**config.mk**
```make
export PLATFORM = sky130hd
export DESIGN_NAME = plld_top
export DESIGN_NICKNAME = d
export VERILOG_FILES = /design/src/rtl/plld_pkg.sv /design/src/rtl/plld_top.sv /design/src/rtl/plld_win_judge.sv
export SDC_FILE = /design/constraint.sdc
export NUM_CORES = 1
export LEC_CHECK = 0
export BUFFER_PORTS_ARGS = -buffer_cell sky130_fd_sc_hd__buf_4
export CAP_MARGIN = 20
export CORE_MARGIN = 1.5
export CORE_UTILIZATION = 65
export CTS_CLUSTER_SIZE = 25
export DETAILED_ROUTE_END_ITERATION = 16
export PLACE_DENSITY_LB_ADDON = 0.2
export SLEW_MARGIN = 20
export SYNTH_ARGS = -nofsm -noshare
export SYNTH_HDL_FRONTEND = slang
export SYNTH_SLANG_ARGS = --single-unit
```
**constraint.sdc**
```tcl
create_clock -name clk -period 19.7 [get_ports clk]
set_input_delay 0 -clock clk [delete_from_list [all_inputs] [get_ports clk]]
set_output_delay 0 -clock clk [all_outputs]
set_load 0.01 [all_outputs]
```
**src/rtl/plld_pkg.sv**
```systemverilog
// Constants for the lock detector block.
package plld_pkg;
    localparam int CLK_PERIOD_NS = 8;
    localparam int ANALOG_WIN_NS = 10;
    localparam int ANALOG_WIN_RAW = ANALOG_WIN_NS / CLK_PERIOD_NS;
    localparam int ANALOG_WIN_CYC = (ANALOG_WIN_RAW < 1) ? 1 : ANALOG_WIN_RAW;

    localparam int WIN_W = 12;

    localparam logic [7:0] OFS_CTRL       = 8'h00;
    localparam logic [7:0] OFS_WINDOW     = 8'h04;
    localparam logic [7:0] OFS_RUNLEN     = 8'h08;
    localparam logic [7:0] OFS_PUMP       = 8'h0C;
    localparam logic [7:0] OFS_CSP        = 8'h10;
    localparam logic [7:0] OFS_STATUS     = 8'h14;
    localparam logic [7:0] OFS_INT_STATUS = 8'h18;
    localparam logic [7:0] OFS_INT_MASK   = 8'h1C;

    localparam int CTRL_LOCK_EN  = 0;
    localparam int CTRL_RING_SEL = 1;
    localparam int CTRL_ASYM_EN  = 2;
    localparam int CTRL_ASYM_DLY = 3;
    localparam int CTRL_CSP_EN   = 4;
    localparam int CTRL_PIN_ON   = 5;
    localparam int CTRL_W        = 6;

    localparam int WIN_RING_CFG_LSB = 0;
    localparam int WIN_DURATION_LSB = 8;
    localparam int RING_CFG_W       = 4;
    localparam int DURATION_W       = 8;

    localparam int PUMP_RISE_CUR_LSB  = 0;
    localparam int PUMP_FALL_CUR_LSB  = 4;
    localparam int PUMP_RISE_TRIM_LSB = 8;
    localparam int PUMP_FALL_TRIM_LSB = 12;
    localparam int PUMP_RISE_LEAK_LSB = 16;
    localparam int PUMP_FALL_LEAK_LSB = 20;

    localparam int CSP_MAGN_W = 4;

    localparam int INT_LOCK_GAINED = 0;
    localparam int INT_LOCK_LOST   = 1;
    localparam int INT_WIN_MISS    = 2;
    localparam int INT_W           = 3;

    localparam logic [CTRL_W-1:0] CTRL_RESET     = 6'h00;
    localparam logic [31:0]       WINDOW_RESET   = 32'h0000_0800;
    localparam logic [15:0]       RUNLEN_RESET   = 16'h03E8;
    localparam logic [31:0]       PUMP_RESET     = 32'h0000_0022;
    localparam logic [3:0]        CSP_RESET      = 4'h4;

    localparam logic [11:0] CUR_UA_SMALL = 12'd500;
    localparam logic [11:0] CUR_UA_LARGE = 12'd1000;
    localparam logic [11:0] TRIM_UA_LSB  = 12'd7;
    localparam logic [11:0] LEAK_UA_LSB  = 12'd55;
endpackage : plld_pkg

```
**src/rtl/plld_top.sv**
```systemverilog
// Lock detector, cycle slip control and pump setting decode with an APB register file.
//
// Overview of operation
// - Lock detection runs only while its enable bit is set.
// - Ring source clear: a fixed window of one 8 ns clock (10 ns rounded down) sits on each reference edge.
// - Ring source set: the window is a programmed number of ring periods.
// - Lock rises after the programmed count of consecutive in-window arrivals.
// - One arrival outside the window drops lock at once.
// - Once dropped, lock stays low until a full new run is seen.
// - A read-only status bit reads 1 while locked.
// - Pin enable set: the shared pin shows lock, or serial data during a read.
// - Asymmetric enable with delay select set puts the window after the reference.
// - Asymmetric enable with delay select clear puts the window before it.
// - Slip prevention holds detector gain at maximum until the frequencies match.
// - A magnitude setting adjusts how soon slip prevention lets go.
// - Each 3-bit current select switches two 500 uA sources and one 1000 uA source.
// - Each 4-bit trim adds 7 uA per step, up to 105 uA.
// - Each 3-bit leakage field adds 55 uA per step, up to 385 uA.
`timescale 1ns/10ps
module plld_top
    import plld_pkg::*;
#(
    parameter int RUN_W = 16
) (
    input  wire logic        clk,
    input  wire logic        rst,
    input  wire logic        psel,
    input  wire logic        penable,
    input  wire logic        pwrite,
    input  wire logic [7:0]  paddr,
    input  wire logic [31:0] pwdata,
    output logic [31:0]      prdata,
    output logic             pready,
    output logic             pslverr,
    input  wire logic        ref_edge,
    input  wire logic        vco_edge,
    input  wire logic        serial_read_active,
    input  wire logic        serial_read_data,
    output logic             lock_or_readback_pin,
    output logic             lock_or_readback_pin_oe,
    output logic             locked,
    output logic             pfd_gain_max,
    output logic [11:0]      pump_rise_current,
    output logic [11:0]      pump_fall_current,
    output logic [11:0]      rise_leakage_setting,
    output logic [11:0]      fall_leakage_setting,
    output logic             irq
);
    initial begin
        if (RUN_W < 1 || RUN_W > 16) begin
            $error("RUN_W must lie between 1 and 16.");
        end
    end

    typedef enum logic [1:0] {
        PLLD_IDLE   = 2'b00,
        PLLD_ACCESS = 2'b01,
        PLLD_DONE   = 2'b11
    } plld_bus_e;

    typedef struct packed {
        plld_bus_e          bus;
        logic [31:0]        prdata;
        logic               pready;
        logic               pslverr;
        logic [CTRL_W-1:0]  ctrl;
        logic [31:0]        window;
        logic [RUN_W-1:0]   run_max;
        logic [31:0]        pump;
        logic [3:0]         csp_magn;
        logic [INT_W-1:0]   int_status;
        logic [INT_W-1:0]   int_mask;
        logic [RUN_W-1:0]   run_cnt;
        logic               locked;
        logic [WIN_W-1:0]   pre_len;
        logic [WIN_W-1:0]   post_len;
        logic [1:0]         ref_vco_seen;
        logic [3:0]         match_cnt;
        logic               gain_max;
        logic               pin;
        logic               pin_oe;
        logic [11:0]        rise_cur;
        logic [11:0]        fall_cur;
        logic [11:0]        rise_leak;
        logic [11:0]        fall_leak;
        logic               irq;
    } plld_state_s;

    plld_state_s r;
    plld_state_s next_r;
    logic        win_hit;
    logic        win_miss;

    // Two small sources sit on bits 0 and 2, the large one on bit 1.
    function automatic logic [11:0] pump_ua(input logic [2:0] sel, input logic [3:0] trim);
        logic [11:0] sum;
        sum = 12'd0;
        if (sel[0]) begin
            sum = sum + CUR_UA_SMALL;
        end
        if (sel[1]) begin
            sum = sum + CUR_UA_LARGE;
        end
        if (sel[2]) begin
            sum = sum + CUR_UA_SMALL;
        end
        sum = sum + 12'(trim * TRIM_UA_LSB);
        return sum;
    endfunction : pump_ua

    function automatic logic [11:0] leak_ua(input logic [2:0] sel);
        return 12'(sel * LEAK_UA_LSB);
    endfunction : leak_ua

    plld_win_judge u_judge (
        .clk      (clk),
        .rst      (rst),
        .enable   (r.ctrl[CTRL_LOCK_EN]),
        .ref_edge (ref_edge),
        .vco_edge (vco_edge),
        .pre_len  (r.pre_len),
        .post_len (r.post_len),
        .hit      (win_hit),
        .miss     (win_miss)
    );

    always_comb begin
        logic [WIN_W-1:0] win_len;
        logic [INT_W-1:0] events;
        logic [31:0]      rd;
        logic             mapped;
        logic             done;
        logic             was_locked;
        win_len = '0;
        events = '0;
        rd = 32'h0;
        mapped = 1'b1;
        done = 1'b0;
        was_locked = r.locked;
        next_r = r;

        // Bus slave: one wait state, so pready rises in the second access cycle.
        next_r.pready = 1'b0;
        case (r.bus)
            PLLD_IDLE: begin
                if (psel && !penable) begin
                    next_r.bus = PLLD_ACCESS;
                end
            end
            PLLD_ACCESS: begin
                if (paddr == OFS_CTRL) begin
                    rd = 32'(r.ctrl);
                end else if (paddr == OFS_WINDOW) begin
                    rd = r.window;
                end else if (paddr == OFS_RUNLEN) begin
                    rd = 32'(r.run_max);
                end else if (paddr == OFS_PUMP) begin
                    rd = r.pump;
                end else if (paddr == OFS_CSP) begin
                    rd = 32'(r.csp_magn);
                end else if (paddr == OFS_STATUS) begin
                    rd = {16'(r.run_cnt), 14'h0000, r.gain_max, r.locked};
                end else if (paddr == OFS_INT_STATUS) begin
                    rd = 32'(r.int_status);
                end else if (paddr == OFS_INT_MASK) begin
                    rd = 32'(r.int_mask);
                end else begin
                    mapped = 1'b0;
                end
                next_r.prdata = pwrite ? 32'h0 : rd;
                next_r.pslverr = !mapped;
                next_r.pready = 1'b1;
                next_r.bus = PLLD_DONE;
            end
            PLLD_DONE: begin
                done = 1'b1;
                next_r.pslverr = 1'b0;
                next_r.bus = (psel && !penable) ? PLLD_ACCESS : PLLD_IDLE;
            end
            default: begin
                next_r.bus = PLLD_IDLE;
            end
        endcase

        if (done && pwrite) begin
            if (paddr == OFS_CTRL) begin
                next_r.ctrl = pwdata[CTRL_W-1:0];
            end else if (paddr == OFS_WINDOW) begin
                next_r.window = pwdata;
            end else if (paddr == OFS_RUNLEN) begin
                next_r.run_max = pwdata[RUN_W-1:0];
            end else if (paddr == OFS_PUMP) begin
                next_r.pump = pwdata;
            end else if (paddr == OFS_CSP) begin
                next_r.csp_magn = pwdata[CSP_MAGN_W-1:0];
            end else if (paddr == OFS_INT_MASK) begin
                next_r.int_mask = pwdata[INT_W-1:0];
            end
        end

        // The ring window is duration times ring period, in clocks.
        if (r.ctrl[CTRL_RING_SEL]) begin
            win_len = WIN_W'(r.window[WIN_DURATION_LSB +: DURATION_W]
                * (r.window[WIN_RING_CFG_LSB +: RING_CFG_W] + 5'd1));
        end else begin
            win_len = WIN_W'(ANALOG_WIN_CYC);
        end
        if (r.ctrl[CTRL_ASYM_EN] && r.ctrl[CTRL_ASYM_DLY]) begin
            next_r.pre_len = '0;
            next_r.post_len = win_len;
        end else if (r.ctrl[CTRL_ASYM_EN]) begin
            next_r.pre_len = win_len;
            next_r.post_len = '0;
        end else begin
            next_r.pre_len = win_len >> 1;
            next_r.post_len = win_len - (win_len >> 1);
        end

        // A miss wins over a hit in the same cycle.
        if (!r.ctrl[CTRL_LOCK_EN]) begin
            next_r.run_cnt = '0;
            next_r.locked = 1'b0;
        end else if (win_miss) begin
            next_r.run_cnt = '0;
            next_r.locked = 1'b0;
            events[INT_WIN_MISS] = 1'b1;
        end else if (win_hit) begin
            if (r.run_cnt < r.run_max) begin
                next_r.run_cnt = r.run_cnt + 1'b1;
            end
            if ({1'b0, r.run_cnt} + 1'b1 >= {1'b0, r.run_max}) begin
                next_r.locked = 1'b1;
            end
        end
        events[INT_LOCK_GAINED] = next_r.locked && !was_locked;
        events[INT_LOCK_LOST] = !next_r.locked && was_locked;

        // One arrival per reference period counts as balanced.
        if (ref_edge) begin
            if (r.ref_vco_seen == 2'd1 || (r.ref_vco_seen == 2'd0 && vco_edge)) begin
                if (r.match_cnt != 4'hF) begin
                    next_r.match_cnt = r.match_cnt + 1'b1;
                end
            end else begin
                next_r.match_cnt = 4'h0;
            end
            next_r.ref_vco_seen = 2'd0;
        end else if (vco_edge && r.ref_vco_seen != 2'd2) begin
            next_r.ref_vco_seen = r.ref_vco_seen + 1'b1;
        end
        // Larger magnitudes need a longer balanced run before release.
        next_r.gain_max = r.ctrl[CTRL_CSP_EN] && (r.match_cnt < r.csp_magn);

        // Readback data wins while a serial read runs.
        if (serial_read_active) begin
            next_r.pin = serial_read_data;
            next_r.pin_oe = 1'b1;
        end else begin
            next_r.pin = r.locked;
            next_r.pin_oe = r.ctrl[CTRL_PIN_ON];
        end

        next_r.rise_cur = pump_ua(r.pump[PUMP_RISE_CUR_LSB +: 3], r.pump[PUMP_RISE_TRIM_LSB +: 4]);
        next_r.fall_cur = pump_ua(r.pump[PUMP_FALL_CUR_LSB +: 3], r.pump[PUMP_FALL_TRIM_LSB +: 4]);
        next_r.rise_leak = leak_ua(r.pump[PUMP_RISE_LEAK_LSB +: 3]);
        next_r.fall_leak = leak_ua(r.pump[PUMP_FALL_LEAK_LSB +: 3]);

        // An event in the clearing cycle survives the read.
        if (done && !pwrite && paddr == OFS_INT_STATUS) begin
            next_r.int_status = events;
        end else begin
            next_r.int_status = r.int_status | events;
        end
        next_r.irq = |(r.int_status & r.int_mask);
    end

    always_ff @(posedge clk or posedge rst) begin
        if (rst) begin
            r <= '{
                bus:      PLLD_IDLE,
                ctrl:     CTRL_RESET,
                window:   WINDOW_RESET,
                run_max:  RUN_W'(RUNLEN_RESET),
                pump:     PUMP_RESET,
                csp_magn: CSP_RESET,
                default:  '0
            };
        end else begin
            r <= next_r;
        end
    end

    assign prdata = r.prdata;
    assign pready = r.pready;
    assign pslverr = r.pslverr;
    assign lock_or_readback_pin = r.pin;
    assign lock_or_readback_pin_oe = r.pin_oe;
    assign locked = r.locked;
    assign pfd_gain_max = r.gain_max;
    assign pump_rise_current = r.rise_cur;
    assign pump_fall_current = r.fall_cur;
    assign rise_leakage_setting = r.rise_leak;
    assign fall_leakage_setting = r.fall_leak;
    assign irq = r.irq;
endmodule : plld_top

```
**src/rtl/plld_win_judge.sv**
```systemverilog
// Lock window judge: rates each divided VCO arrival as a hit or a miss.
`timescale 1ns/10ps
module plld_win_judge
    import plld_pkg::*;
(
    input  wire logic             clk,
    input  wire logic             rst,
    input  wire logic             enable,
    input  wire logic             ref_edge,
    input  wire logic             vco_edge,
    input  wire logic [WIN_W-1:0] pre_len,
    input  wire logic [WIN_W-1:0] post_len,
    output logic                  hit,
    output logic                  miss
);
    typedef struct packed {
        logic [WIN_W-1:0] since_ref;
        logic [WIN_W-1:0] since_vco;
        logic             ref_open;
        logic             vco_pend;
        logic             hit;
        logic             miss;
    } plld_judge_s;

    plld_judge_s r;
    plld_judge_s next_r;

    always_comb begin
        next_r = r;
        next_r.hit = 1'b0;
        next_r.miss = 1'b0;
        if (r.since_ref != '1) begin
            next_r.since_ref = r.since_ref + 1'b1;
        end
        if (r.since_vco != '1) begin
            next_r.since_vco = r.since_vco + 1'b1;
        end
        if (!enable) begin
            next_r.ref_open = 1'b0;
            next_r.vco_pend = 1'b0;
        end else begin
            // An early arrival waits for the reference edge or the end of its pre-window.
            if (r.vco_pend && !ref_edge && (r.since_vco >= pre_len)) begin
                next_r.miss = 1'b1;
                next_r.vco_pend = 1'b0;
            end
            if (ref_edge) begin
                next_r.since_ref = '0;
                next_r.ref_open = 1'b1;
                if (r.vco_pend) begin
                    next_r.hit = 1'b1;
                    next_r.vco_pend = 1'b0;
                    next_r.ref_open = 1'b0;
                end
            end
            if (vco_edge) begin
                if (ref_edge && !r.vco_pend) begin
                    next_r.hit = 1'b1;
                    next_r.ref_open = 1'b0;
                end else if (!ref_edge && r.ref_open
                        && ({1'b0, r.since_ref} + 1'b1 < {1'b0, post_len})) begin
                    next_r.hit = 1'b1;
                    next_r.ref_open = 1'b0;
                end else if (pre_len != '0) begin
                    if (r.vco_pend && !ref_edge) begin
                        next_r.miss = 1'b1;
                    end
                    next_r.vco_pend = 1'b1;
                    next_r.since_vco = '0;
                end else begin
                    next_r.miss = 1'b1;
                end
            end
        end
    end

    always_ff @(posedge clk or posedge rst) begin
        if (rst) begin
            r <= '{since_ref: '1, since_vco: '1, default: '0};
        end else begin
            r <= next_r;
        end
    end

    assign hit = r.hit;
    assign miss = r.miss;
endmodule : plld_win_judge

```
==> summary.md <==
| Metric | Value |
|---|---|
| Outcome | finished clean |
| Hold_sp | paddr[6] |
| Vias per inst | 5.88 |
| Syn avg cell area | 10.4 µm² |
| Worst reg2reg path depth | 19 |
| H-tree depth | 1 |
| Met3 Routed Length | 1650 µm |
| TNS Setup | 0 ns |
| CP Max Fanout | 8 |
| Initial antenna violation count | 2 |
| Most common cell after layout, fill and taps aside | dfrtp_1 |
| Post-Synth XOR/XNOR Area | 3.98% |
| Wire length on met2 | 18,600 µm |
| Total Routing Usage GR | 28.8% |
| Reg2reg end | r[69] |
| Clk_skew | 0.0235 ns |
| WS Path Type | flop to flop |
| VDD IR max | 0.0670 mV |
| Congestion Overflow GR | 0 |
| Post-place setup slack | 13.73 ns |
| Effective utilization at floorplan | 66.5% |
| Initial drt markers | 841 |
| Pwr per Cell Area | 76.8 mW/mm² |
| Main flop type after synthesis | dfrtp_1 |
| Port Buffers | 129 |
| Setup violations, final | 0 |
| Compound-Gate Fraction of Synth Area | 11.9% |
| Fmax achieved | 167 MHz |
| CTS resizes | 0 |
| Number of synthesized flops with an enable pin | 0 |
| Worst setup EP type | flop |
| Largest net degree at the start of global routing | 103 |
| Overall die width | 161 µm |
| Dpl hpwl | 25,800 µm |
| Synth Area in Adders | 15.9% |
| CTS tree | done |
| Mux share of post-synthesis cell area | 9.29% |
| Startpoint Class | flop |
| Crit-path cells | ha_1, xor2_1, nand2_1, fa_1, fa_1, fa_1, inv_1, ha_1, nor2b_1, o21a_1, o21ai_0, a21oi_1, nor3_1, inv_1, ha_1, nand2_1, o311a_1, or3b_2, mux2i_1 |
| Final Hold Vio Count | 0 |
| Vias in the first global route | 12.1k |
| First-pass GRT wire length | 60,300 µm |
| Data arrival, critical path | 6.45 ns |
| Antenna viol nets, final | 0 |
| Max Used Layer | met4 |
| FF+latch count, synth | 253 |
| FP Rows | 57 |
| Fin. max-slew vios | 0 |
| Worst Tran Pin Value | 0.944 ns |
| Final WS setup | 13.71 ns |
| Distinct cells, synth | 83 |
| CTS Sinks | 253 |
| Clock Latency Late Sink | 0.55 ns |
| Fin crit period | 5.99 ns |
| R2R setup slack | 13.71 ns |
| Die area | 0.0260 mm² |
| Synth Warn # | 0 |
| DR vias | 11.8k |
| Hold Crit Class | input port to flop |
| Period utilisation layout | 30.4% |
| First-pass iteration count of the detailed router | 5 |
| Post-Route WL | 36,600 µm |
| Max transition margin | 36.9% |
| DR DRC count | 0 |
| GPL Wtd Cong | 0.924 |
| Static Leak | 9.32 nW |
| Main combinational cell family by area after synthesis | adder cells |
| Reg clk slew, reported paths | 0.06 ns |
| Most frequent cells in the layout | dfrtp_1 (219), inv_1 (163), ha_1 (148) |
| Mapped Cells | 1,563 |
| Count of nets after finishing | 1,883 |
| I/O pin count | 136 |
| CTS hold repair buffers | 45 |
| TritonCTS Buffers | 28 |
| Hold Path Cell Cnt | 5 |
| Seq/Total Area, Yosys | 39.2% |
| CTS root buf | clkbuf_16 |
| WL/cell | 18.3 µm |
| Core area | 0.0245 mm² |
| Die extent in y | 161 µm |
| Async set-reset flop share out of synthesis | 100% |
| CTS max path bufs | 3 |
| Synthesis-to-finish area growth | 12.8% |
| Top delay family on crit path | adder cells |
| Mapped cell area | 0.0163 mm² |
| Post-Synth Simple-Gate Area | 10.8% |
| RSZ-0062 raised after global routing | false |
| Worst Path Buf+Inv | 2 |
| Req. time, crit path | 20.16 ns |
| Max-cap check violation count | 0 |
| Layout cells sized above 1 | 20.5% |
| Hold Path Sink | prdata[1] |
| Wire length on met1 | 15,300 µm |
| Post-CTS setup buffers | 0 |
| Critical Path Max Stage Delay | 0.55 ns |
| Critical R2R Launch | r[157] |
| Slowest CP cell | fa_1 |
-- worst register-to-register path, cell delays in order, from the launching register on --
cell	delay, ns
dfrtp_1	0.43
ha_1	0.25
xor2_1	0.40
nand2_1	0.13
fa_1	0.47
fa_1	0.51
fa_1	0.55
inv_1	0.04
ha_1	0.33
nor2b_1	0.15
o21a_1	0.17
o21ai_0	0.35
a21oi_1	0.13
nor3_1	0.52
inv_1	0.10
ha_1	0.37
nand2_1	0.09
o311a_1	0.32
or3b_2	0.45
mux2i_1	0.13
-- worst max path at each step --
| stage | end | slack (ns) | from | depth (start not counted) |
|---|---|---|---|---|
| after detailed placement | r[69] | 13.73 | r[157] | 19 |
| after global placement | r[69] | 13.95 | r[157] | 19 |
| after global routing | r[69] | 13.24 | r[157] | 19 |
| after CTS | r[69] | 13.73 | r[157] | 19 |
| after floorplan | fall_leakage_setting[0] | 12.80 | rst | 1 |
| final | r[69] | 13.71 | r[157] | 19 |
-- cells by family after synthesis --
group,after synthesis
AOI/OAI and AO/OA,292
adders and majority gates,185
buffers and inverters,291
xor gates and xnor gates,74
muxes,123
DFF,253
other,1
and+or+nand+nor,344
-- synth_stat cells (12+ instances only) --
cell type | n | share of area, %
and2_1 | 24 | 0.92
a21o_1 | 21 | 0.97
mux2i_1 | 16 | 0.98
mux2_4 | 30 | 2.8
a21oi_1 | 64 | 2.0
o22ai_1 | 24 | 0.92
o21a_1 | 13 | 0.60
a222oi_1 | 17 | 1.0
mux2_2 | 65 | 4.5
xor2_1 | 26 | 1.4
nand2b_1 | 12 | 0.46
clkbuf_1 | 26 | 0.60
inv_1 | 164 | 3.8
buf_4 | 81 | 3.7
fa_1 | 36 | 4.4
nand2_1 | 121 | 2.8
xnor2_1 | 48 | 2.6
nor3_1 | 16 | 0.49
o21ai_0 | 63 | 1.9
dfstp_2 | 34 | 5.5
a22oi_1 | 13 | 0.60
nor2b_1 | 19 | 0.73
ha_1 | 148 | 11
nand3_1 | 32 | 0.98
dfrtp_1 | 219 | 34
nor2_1 | 48 | 1.1
-- registers in the layout, indices dropped and copies added, names as in the netlist --
name and count:
r 144, prdata 32, u_judge.r 26, pump_fall_current 12
pump_rise_current 12, fall_leakage_setting 9, rise_leakage_setting 9, irq 1
lock_or_readback_pin 1, lock_or_readback_pin_oe 1, locked 1, pfd_gain_max 1
pready 1, pslverr 1, u_judge.hit 1, u_judge.miss 1
-- final cells by class --
type / count / area [µm²]
Antenna cell: 2 / 5.00
Clock buffer: 42 / 845
Clock inverter: 10 / 159
Fill cell: 1659 / 6110
Inverter: 164 / 623
Multi-Input combinational cell: 1024 / 8460
Sequential cell: 253 / 6370
Tap cell: 324 / 405
Timing Repair Buffer: 179 / 1480
-- report_power, final --
part / internal (mW) / total [mW] / switching (mW)
clock network: 0.348 / 0.561 / 0.213
registers: 0.577 / 0.618 / 0.0418
logic: 0.101 / 0.231 / 0.130
-- per-layer routing --
layer | GRT usage [%] | vias to the layer above
li1 | - | 5510
met1 | 36.8 | 5872
met2 | 51.4 | 311
met3 | 2.67 | 64
met4 | 9.93 | 0
met5 | 0 | -
-- through the flow --
stage	power, mW	instances	area (µm²)	hold slack [ns]	utilization (%)
floorplan	0.779	1568	16300	0.0964	-
global placement	0.834	1898	16900	0.180	68.9
detailed placement	0.847	1898	16900	0.186	68.9
CTS	1.42	1995	18300	0.0146	74.9
global route	1.47	1998	18400	0.0351	75.0
finish	1.41	1998	18400	0.0143	75.0
Note: power is estimated with default switching activity, not from simulation.
